## src/thermal_defs.svh

```systemverilog
// Register map, reset values, field positions and scaling constants
`ifndef THERMAL_DEFS_SVH
`define THERMAL_DEFS_SVH

`define OFS_CHANNEL_ENABLES   8'h58
`define OFS_THERMAL_REDUCTION 8'h61
`define OFS_COLD_THRESHOLD    8'h62
`define OFS_COOL_THRESHOLD    8'h63
`define OFS_WARM_THRESHOLD    8'h64
`define OFS_HOT_THRESHOLD     8'h65
`define OFS_PART_IDENTIFIER   8'h6F

`define RST_CHANNEL_ENABLES   8'h00
`define RST_THERMAL_REDUCTION 8'h34
`define RST_COLD_THRESHOLD    8'h7C
`define RST_COOL_THRESHOLD    8'h6D
`define RST_WARM_THRESHOLD    8'h38
`define RST_HOT_THRESHOLD     8'h27

`define BIT_INPUT_CURRENT     7
`define BIT_SYSTEM_RAIL       6
`define BIT_CHARGE_CURRENT    5
`define BIT_INPUT_VOLTAGE     4
`define BIT_BATTERY_VOLTAGE   3
`define BIT_THERMISTOR        2
`define BIT_AUX_INPUT         1
`define VRED_MSB              6
`define VRED_LSB              4
`define ISCALE_MSB            2
`define ISCALE_LSB            0

`define WARM_STEP_MV          9'd50
`define FULL_SCALE_EIGHTHS    4'h8
`define BYTE_BITS             4'h8
`define READ_UNMAPPED         8'h00

`endif

```

## src/thermal_pkg.sv

```systemverilog
// Types shared by the thermal register bank
package thermal_pkg;

  typedef enum logic [2:0] {
    region_normal,
    region_cold,
    region_cool,
    region_warm,
    region_hot
  } region_t;

  typedef enum logic [3:0] {
    st_idle,
    st_addr,
    st_addr_ack,
    st_ptr,
    st_ptr_ack,
    st_wdata,
    st_wdata_ack,
    st_rdata,
    st_rdata_ack
  } serial_state_t;

endpackage

```

## src/thermal_charge_adc_enable_regs.sv

```systemverilog
// Serial-reachable channel enable and thermal charge control registers
`timescale 1ns/100ps
`default_nettype none
`include "thermal_defs.svh"

module thermal_charge_adc_enable_regs
  import thermal_pkg::*;
#(
  parameter logic [6:0] TARGET_ADDR   = 7'h2A, // Arbitrary value
  parameter logic [7:0] PART_ID_VALUE = 8'h5A  // Arbitrary value
) (
  input  wire logic       clk,
  input  wire logic       rst,
  input  wire logic       scl_in,
  input  wire logic       sda_in,
  output logic            sda_out,
  output logic            sda_oe,
  input  wire logic [7:0] therm_code,
  input  wire logic       therm_valid,
  output logic            input_current_channel_on,
  output logic            system_rail_channel_on,
  output logic            charge_current_channel_on,
  output logic            input_voltage_channel_on,
  output logic            battery_voltage_channel_on,
  output logic            thermistor_channel_on,
  output logic            aux_input_channel_on,
  output region_t         battery_region,
  output logic [8:0]      voltage_reduction_mv,
  output logic [3:0]      current_scale_eighths,
  output logic            charge_suspended
);

  logic          scl_q;
  logic          sda_q;
  serial_state_t state;
  serial_state_t next_state;
  logic [3:0]    bit_count;
  logic [3:0]    next_bit_count;
  logic [7:0]    shift;
  logic [7:0]    next_shift;
  logic [7:0]    pointer;
  logic [7:0]    next_pointer;
  logic [7:0]    tx;
  logic [7:0]    next_tx;
  logic          drive_low;
  logic          next_drive_low;
  logic          wr_stb;
  logic [7:0]    rd_data;
  logic          scl_rise;
  logic          scl_fall;
  logic          start_seen;
  logic          stop_seen;

  logic [7:0]    converter_channel_enables;
  logic [7:0]    thermal_charge_reduction;
  logic [7:0]    cold_threshold;
  logic [7:0]    cool_threshold;
  logic [7:0]    warm_threshold;
  logic [7:0]    hot_threshold;
  logic [7:0]    next_enables;
  logic [7:0]    next_reduction;
  logic [7:0]    next_cold;
  logic [7:0]    next_cool;
  logic [7:0]    next_warm;
  logic [7:0]    next_hot;

  logic          cold_hit;
  logic          cool_hit;
  logic          warm_hit;
  logic          hot_hit;
  region_t       next_region;
  logic [8:0]    next_vred;
  logic [3:0]    next_iscale;
  logic [2:0]    vred_code;
  logic [2:0]    iscale_code;

  // Pins are synchronous, so one stage of history is enough for edges
  assign scl_rise   = scl_in & ~scl_q;
  assign scl_fall   = ~scl_in & scl_q;
  assign start_seen = scl_in & scl_q & sda_q & ~sda_in;
  assign stop_seen  = scl_in & scl_q & ~sda_q & sda_in;

  // Open drain: only ever pull low
  assign sda_out = 1'b0;
  assign sda_oe  = drive_low;

  // Read multiplexer; unmapped offsets read as zero
  always_comb begin
    case (pointer)
      `OFS_CHANNEL_ENABLES:   rd_data = converter_channel_enables;
      `OFS_THERMAL_REDUCTION: rd_data = thermal_charge_reduction;
      `OFS_COLD_THRESHOLD:    rd_data = cold_threshold;
      `OFS_COOL_THRESHOLD:    rd_data = cool_threshold;
      `OFS_WARM_THRESHOLD:    rd_data = warm_threshold;
      `OFS_HOT_THRESHOLD:     rd_data = hot_threshold;
      `OFS_PART_IDENTIFIER:   rd_data = PART_ID_VALUE;
      default:                rd_data = `READ_UNMAPPED;
    endcase
  end

  // Serial target sequencing: address, pointer, then data bytes
  always_comb begin
    next_state     = state;
    next_bit_count = bit_count;
    next_shift     = shift;
    next_pointer   = pointer;
    next_tx        = tx;
    next_drive_low = drive_low;
    wr_stb         = 1'b0;
    if (start_seen) begin
      next_state     = st_addr;
      next_bit_count = 4'h0;
      next_drive_low = 1'b0;
    end else if (stop_seen) begin
      next_state     = st_idle;
      next_drive_low = 1'b0;
    end else begin
      case (state)
        st_addr, st_ptr, st_wdata: begin
          if (scl_rise) begin
            next_shift     = {shift[6:0], sda_in};
            next_bit_count = bit_count + 4'h1;
          end
          if (scl_fall && bit_count == `BYTE_BITS) begin
            next_bit_count = 4'h0;
            next_drive_low = 1'b1;
            if (state == st_addr) begin
              // Foreign address: stay off the bus until the next start
              if (shift[7:1] == TARGET_ADDR) begin
                next_state = st_addr_ack;
              end else begin
                next_state     = st_idle;
                next_drive_low = 1'b0;
              end
            end else if (state == st_ptr) begin
              next_pointer = shift;
              next_state   = st_ptr_ack;
            end else begin
              wr_stb     = 1'b1;
              next_state = st_wdata_ack;
            end
          end
        end
        st_addr_ack: begin
          if (scl_fall) begin
            next_drive_low = 1'b0;
            next_state     = st_ptr;
            if (shift[0]) begin
              next_tx        = rd_data;
              next_drive_low = ~rd_data[7];
              next_bit_count = 4'h1;
              next_state     = st_rdata;
            end
          end
        end
        st_ptr_ack: begin
          if (scl_fall) begin
            next_drive_low = 1'b0;
            next_state     = st_wdata;
          end
        end
        st_wdata_ack: begin
          // Pointer advances so bursts fill consecutive offsets
          if (scl_fall) begin
            next_drive_low = 1'b0;
            next_pointer   = pointer + 8'h01;
            next_state     = st_wdata;
          end
        end
        st_rdata: begin
          if (scl_fall) begin
            if (bit_count == `BYTE_BITS) begin
              next_drive_low = 1'b0;
              next_state     = st_rdata_ack;
            end else begin
              next_drive_low = ~tx[6];
              next_tx        = {tx[6:0], 1'b0};
              next_bit_count = bit_count + 4'h1;
            end
          end
        end
        st_rdata_ack: begin
          if (scl_rise) begin
            if (sda_in) begin
              next_state = st_idle;
            end else begin
              next_pointer = pointer + 8'h01;
            end
          end else if (scl_fall) begin
            next_tx        = rd_data;
            next_drive_low = ~rd_data[7];
            next_bit_count = 4'h1;
            next_state     = st_rdata;
          end
        end
        default: begin
          next_state = st_idle;
        end
      endcase
    end
  end

  always_ff @(posedge clk) begin
    if (rst) begin
      scl_q     <= 1'b1;
      sda_q     <= 1'b1;
      state     <= st_idle;
      bit_count <= 4'h0;
      shift     <= 8'h00;
      pointer   <= 8'h00;
      tx        <= 8'h00;
      drive_low <= 1'b0;
    end else begin
      scl_q     <= scl_in;
      sda_q     <= sda_in;
      state     <= next_state;
      bit_count <= next_bit_count;
      shift     <= next_shift;
      pointer   <= next_pointer;
      tx        <= next_tx;
      drive_low <= next_drive_low;
    end
  end

  // Register writes; reserved bits are stored as written
  always_comb begin
    next_enables   = converter_channel_enables;
    next_reduction = thermal_charge_reduction;
    next_cold      = cold_threshold;
    next_cool      = cool_threshold;
    next_warm      = warm_threshold;
    next_hot       = hot_threshold;
    if (wr_stb) begin
      case (pointer)
        `OFS_CHANNEL_ENABLES:   next_enables   = shift;
        `OFS_THERMAL_REDUCTION: next_reduction = shift;
        `OFS_COLD_THRESHOLD:    next_cold      = shift;
        `OFS_COOL_THRESHOLD:    next_cool      = shift;
        `OFS_WARM_THRESHOLD:    next_warm      = shift;
        `OFS_HOT_THRESHOLD:     next_hot       = shift;
        default:                next_enables   = converter_channel_enables;
      endcase
    end
  end

  always_ff @(posedge clk) begin
    if (rst) begin
      converter_channel_enables <= `RST_CHANNEL_ENABLES;
      thermal_charge_reduction  <= `RST_THERMAL_REDUCTION;
      cold_threshold            <= `RST_COLD_THRESHOLD;
      cool_threshold            <= `RST_COOL_THRESHOLD;
      warm_threshold            <= `RST_WARM_THRESHOLD;
      hot_threshold             <= `RST_HOT_THRESHOLD;
    end else begin
      converter_channel_enables <= next_enables;
      thermal_charge_reduction  <= next_reduction;
      cold_threshold            <= next_cold;
      cool_threshold            <= next_cool;
      warm_threshold            <= next_warm;
      hot_threshold             <= next_hot;
    end
  end

  assign input_current_channel_on   =
    converter_channel_enables[`BIT_INPUT_CURRENT];
  assign system_rail_channel_on     =
    converter_channel_enables[`BIT_SYSTEM_RAIL];
  assign charge_current_channel_on  =
    converter_channel_enables[`BIT_CHARGE_CURRENT];
  assign input_voltage_channel_on   =
    converter_channel_enables[`BIT_INPUT_VOLTAGE];
  assign battery_voltage_channel_on =
    converter_channel_enables[`BIT_BATTERY_VOLTAGE];
  assign thermistor_channel_on      =
    converter_channel_enables[`BIT_THERMISTOR];
  assign aux_input_channel_on       =
    converter_channel_enables[`BIT_AUX_INPUT];

  threshold_compare #(.ABOVE(1'b1)) u_cold (
    .value(therm_code), .threshold(cold_threshold), .hit(cold_hit));
  threshold_compare #(.ABOVE(1'b1)) u_cool (
    .value(therm_code), .threshold(cool_threshold), .hit(cool_hit));
  threshold_compare #(.ABOVE(1'b0)) u_warm (
    .value(therm_code), .threshold(warm_threshold), .hit(warm_hit));
  threshold_compare #(.ABOVE(1'b0)) u_hot (
    .value(therm_code), .threshold(hot_threshold), .hit(hot_hit));

  assign vred_code   = thermal_charge_reduction[`VRED_MSB:`VRED_LSB];
  assign iscale_code = thermal_charge_reduction[`ISCALE_MSB:`ISCALE_LSB];

  // Region held between samples; channel off means no thermal action
  always_comb begin
    next_region = battery_region;
    if (!thermistor_channel_on) begin
      next_region = region_normal;
    end else if (therm_valid) begin
      if (hot_hit) begin
        next_region = region_hot;
      end else if (cold_hit) begin
        next_region = region_cold;
      end else if (warm_hit) begin
        next_region = region_warm;
      end else if (cool_hit) begin
        next_region = region_cool;
      end else begin
        next_region = region_normal;
      end
    end
    next_vred = (battery_region == region_warm) ?
                ({6'h00, vred_code} * `WARM_STEP_MV) : 9'h000;
    next_iscale = `FULL_SCALE_EIGHTHS;
    if (battery_region == region_cool || battery_region == region_warm) begin
      next_iscale = `FULL_SCALE_EIGHTHS - {1'b0, iscale_code};
    end
  end

  always_ff @(posedge clk) begin
    if (rst) begin
      battery_region        <= region_normal;
      voltage_reduction_mv  <= 9'h000;
      current_scale_eighths <= `FULL_SCALE_EIGHTHS;
      charge_suspended      <= 1'b0;
    end else begin
      battery_region        <= next_region;
      voltage_reduction_mv  <= next_vred;
      current_scale_eighths <= next_iscale;
      charge_suspended      <= (battery_region == region_cold) ||
                               (battery_region == region_hot);
    end
  end

  property p_enables_reset;
    @(posedge clk) disable iff (rst)
      $past(rst) |-> converter_channel_enables == `RST_CHANNEL_ENABLES;
  endproperty
  a_enables_reset: assert property (p_enables_reset)
    else $error("enables not cleared by reset");

  property p_upper_enables_write;
    @(posedge clk) disable iff (rst)
      (wr_stb && pointer == `OFS_CHANNEL_ENABLES) |=>
        {input_current_channel_on, system_rail_channel_on,
         charge_current_channel_on} == $past(shift[7:5]);
  endproperty
  a_upper_enables_write: assert property (p_upper_enables_write)
    else $error("upper channel enables not written");

  property p_voltage_enables_write;
    @(posedge clk) disable iff (rst)
      (wr_stb && pointer == `OFS_CHANNEL_ENABLES) |=>
        {input_voltage_channel_on, battery_voltage_channel_on}
          == $past(shift[4:3]);
  endproperty
  a_voltage_enables_write: assert property (p_voltage_enables_write)
    else $error("voltage channel enables not written");

  property p_low_enables_write;
    @(posedge clk) disable iff (rst)
      (wr_stb && pointer == `OFS_CHANNEL_ENABLES) |=>
        converter_channel_enables[2:0] == $past(shift[2:0]);
  endproperty
  a_low_enables_write: assert property (p_low_enables_write)
    else $error("low enable bits not written");

  property p_warm_reduction;
    @(posedge clk) disable iff (rst)
      battery_region == region_warm |=>
        voltage_reduction_mv == $past(vred_code) * `WARM_STEP_MV;
  endproperty
  a_warm_reduction: assert property (p_warm_reduction)
    else $error("warm voltage reduction wrong");

  property p_current_scale;
    @(posedge clk) disable iff (rst)
      (battery_region == region_cool || battery_region == region_warm) |=>
        current_scale_eighths == `FULL_SCALE_EIGHTHS - $past(iscale_code);
  endproperty
  a_current_scale: assert property (p_current_scale)
    else $error("reduced current scale wrong");

  property p_cold_write;
    @(posedge clk) disable iff (rst)
      (wr_stb && pointer == `OFS_COLD_THRESHOLD) |=>
        cold_threshold == $past(shift);
  endproperty
  a_cold_write: assert property (p_cold_write)
    else $error("cold threshold not written");

  property p_hot_region;
    @(posedge clk) disable iff (rst)
      (therm_valid && thermistor_channel_on &&
       therm_code <= hot_threshold) |=>
        battery_region == region_hot ##1 charge_suspended;
  endproperty
  a_hot_region: assert property (p_hot_region)
    else $error("hot region not entered");

endmodule

`default_nettype wire

```

## src/threshold_compare.sv

```systemverilog
// Single thermistor threshold comparator
`timescale 1ns/100ps
`default_nettype none

module threshold_compare #(
  parameter bit ABOVE = 1'b1
) (
  input  wire logic [7:0] value,
  input  wire logic [7:0] threshold,
  output logic            hit
);

  // NTC to ground: colder battery means a higher pin voltage
  assign hit = ABOVE ? (value >= threshold) : (value <= threshold);

endmodule

`default_nettype wire
```

## config.mk

```make
export PLATFORM = sky130hd
export DESIGN_NAME = thermal_charge_adc_enable_regs
export DESIGN_NICKNAME = d
export VERILOG_FILES = /design/src/thermal_pkg.sv /design/src/thermal_charge_adc_enable_regs.sv /design/src/threshold_compare.sv
export VERILOG_INCLUDE_DIRS = /design/src
export SDC_FILE = /design/constraint.sdc
export NUM_CORES = 1
export LEC_CHECK = 0
export BUFFER_PORTS_ARGS = -buffer_cell sky130_fd_sc_hd__buf_2
export CAP_MARGIN = 20
export CORE_ASPECT_RATIO = 1.1
export CORE_MARGIN = 3
export CORE_UTILIZATION = 55
export CTS_CLUSTER_DIAMETER = 120
export DETAILED_ROUTE_END_ITERATION = 10
export PLACE_DENSITY = 0.76
export SYNTH_ARGS = -nofsm -noshare
export SYNTH_HDL_FRONTEND = slang
export SYNTH_SLANG_ARGS = --single-unit
```

## constraint.sdc

```tcl
create_clock -name clk -period 2.3 [get_ports clk]
set_clock_uncertainty 0.05 [all_clocks]
set_input_delay 0.46 -clock clk [delete_from_list [all_inputs] [get_ports clk]]
set_output_delay 0.46 -clock clk [all_outputs]
set_load 0.02 [all_outputs]
```

==> impl_metrics.tcl <==
set metrics [dict create \
    maxSlewViolCount 0 \
    grt_max_degree 26 \
    cp.arrival_ps 2410 \
    leakagePower_nw 2.835 \
    grt_pass1_wl_mm 25.25 \
    die_area_um2 11550 \
    insertion_delay_ps 380 \
    instances_no_fill 857 \
    num_vias 5284 \
    ys_ff_latch 97 \
    placeableCoreArea_um2 9937 \
    first_pass_iters 5 \
    num_rows 38 \
    routabilityCongestion 0.9972 \
    irDropWorstVdd_mv 0.3679 \
    antenna_found_initial 0 \
    clkTransAtPathRegs_ps 110 \
    min_period_ps 2184 \
    wl_mm 15.44 \
    yosysTopAreaCell "dfxtp_1" \
    layout-drive-gt1-share_pct 17.23 \
    finalNetCount 791 \
    synthMostInstantiatedCell "dfxtp_1" \
    postRouteAntennaNets 0 \
    syn_area_um2 5662 \
    initialDrtViolationCount 414 \
    synthArstFlopShare_pct 0 \
    rsz0062_at_grt "false" \
    tightest_slew_ps 538.7 \
    die_w_um 102.7 \
    synth_ff_type "dfxtp_1" \
    register_area_um2 1943 \
    synth.area.top_cells "dfxtp_1 34%, ha_1 10%, mux2i_1 6.5%" \
    track_usage_pct 27.61 \
    initial_core_util_pct 56.98 \
    path_max_fanout 7 \
    drc 0 \
    multiInputGateArea_um2 3361 \
    top_layer "met4" \
    place_hpwl_mm 11.49 \
    synth.top_cell.area_share_pct 34.30 \
    clockRootBuffer "clkbuf_8" \
    pin_count 39 \
    ys_warn_count 0 \
    cts.sinks 97 \
    required_ps 2530 \
    cp-start-kind "register" \
    yosysSeqAreaShare_pct 34.30 \
    wl_per_cell_um 18.01 \
    dp_worst_setup_slack_ps -12.87 \
    port_buffers 36 \
    synth.avg_cell_area_um2 8.375 \
    slew_headroom_pct 63.87 \
    fillers 845 \
    area_growth_pct 13.68 \
    antenna_cells 0 \
    cp-end-kind "register" \
    drt-met1-wl_mm 6.677 \
    dp_cells 839 \
    fmax_mhz 457.9 \
    power_density_nw_per_um2 463.8 \
    cts_buffers 9 \
    met3WireLength_mm 1.287 \
    synth-edff-count 0 \
    hold_class "in2reg" \
    worst_slack_ps 116.3 \
    drt-vias-per-instance 6.166 \
    cts_tree "built" \
    yosys-top-cells-count "97 x dfxtp_1, 58 x nand2_1, 54 x nor2_1" \
    fp.dieH_um 112.4 \
    timing_worst_setup_path_type "reg2reg" \
    period_share_pct 94.95 \
    clk_path_buf_depth 2 \
    outcome "completed" \
    synth_cells 676 \
    first_global_vias 5017 \
    hold_viol_final 0 \
    setup_viol 0 \
    synth_cell_types 70 \
    htreeDepth 3 \
    grt.overflow.total 0 \
    drv_cap 0 \
    final_util_pct 64.77 \
    met2_length_mm 7.011 \
]
## sequential cells by signal (all words and copies together) (netlist names), 4 cells and up
signal / flops
bit_count: 4
cold_threshold: 8
converter_channel_enables: 8
cool_threshold: 8
current_scale_eighths: 4
hot_threshold: 8
pointer: 8
shift: 8
state: 4
thermal_charge_reduction: 8
tx: 7
voltage_reduction_mv: 7
warm_threshold: 8
## worst paths after layout
check             cells past startpoint                           end                          from  slack, ps
setup / recovery                     10              hot_threshold[0]                  bit_count[1]        120
hold / removal                        2                         scl_q                        scl_in        260
setup reg to reg                     10              hot_threshold[0]                  bit_count[1]        120
hold reg to reg                       2  converter_channel_enables[0]  converter_channel_enables[0]        430
## per-stage QoR
stage	hold slack (ps)	area, um^2	power, mW	setup TNS (ps)
2_1_floorplan	386.6	5665	1.836	0
6_report	264.8	6436	2.985	0
3_5_place_dp	413.8	6207	1.900	-12.87
3_3_place_gp	394.3	6207	1.892	0
4_1_cts	252.1	6401	2.993	0
5_1_grt	260.8	6436	3.087	0
## power breakdown
part	internal, mW	switching [mW]	total, mW
clock	0.426	0.693	1.12
sequential	1.68	0.00558	1.69
combinational	0.0704	0.109	0.180
## cell type report
type	count	share of cell area [%]
multi-input cells	487	52.22
clock inverters	7	1.089
clock buffers	9	1.925
well taps	120	2.333
inverters	51	2.974
repair buffers	86	9.273
flip-flops and latches	97	30.19
## critical path, cell delays in order (launching register included)
cell	delay, ps
dfxtp_1	390
inv_1	60
ha_1	210
and3b_2	250
nand2_1	130
nor4_4	50
buf_4	170
and4_1	180
buf_4	160
buf_4	140
a211o_1	290
## cell families (layout without fill, tap and decap cells)
group / Yosys count / after routing / share of synthesized area (%)
simple gates: 231 / 231 / 21.13
compound gates: 166 / 166 / 20.09
flops: 97 / 97 / 34.30
buf+inv: 93 / 153 / 6.895
fa+ha+maj: 46 / 46 / 10.17
mux: 38 / 38 / 6.740
xor+xnor: 4 / 4 / 0.6189
other cells: 1 / 2 / 0.06623
## layer usage
metal / vias to the layer above / global-route usage [%]
li1: 2533 / -
met1: 2477 / 37.52
met2: 228 / 42.38
met3: 46 / 6.526
met4: 0 / 10.54
met5: - / 0
## cells in the final DEF (no fill, tap or decap), types with 6 or more instances in the layout
| master | netlist | layout |
|---|---|---|
| nor3_1 | 11 | 11 |
| nand3_1 | 28 | 28 |
| ha_1 | 46 | 45 |
| nand2_1 | 58 | 58 |
| buf_4 | 3 | 46 |
| buf_2 | 12 | 36 |
| a21oi_1 | 47 | 47 |
| dfxtp_1 | 97 | 96 |
| nor2b_1 | 8 | 8 |
| mux2i_1 | 37 | 37 |
| nand4_1 | 6 | 6 |
| nor2_1 | 54 | 53 |
| nand2b_1 | 19 | 19 |
| a22oi_1 | 12 | 12 |
| o211ai_1 | 12 | 12 |
| a211oi_1 | 11 | 11 |
| inv_1 | 50 | 50 |
| o21ai_0 | 19 | 19 |
| a21o_1 | 9 | 9 |
| and3_1 | 8 | 8 |
| clkbuf_8 | 0 | 9 |
## what timing repair did
| item | CTS | global route |
|---|---|---|
| hold buffers | 0 | 0 |
| setup buffers | 0 | 1 |
| resized for setup | 0 | 5 |
| endpoints found under the hold margin | 0 | 0 |
| endpoints found under the setup margin | 0 | 26 |
No activity file was read; power rests on OpenSTA's default activity.
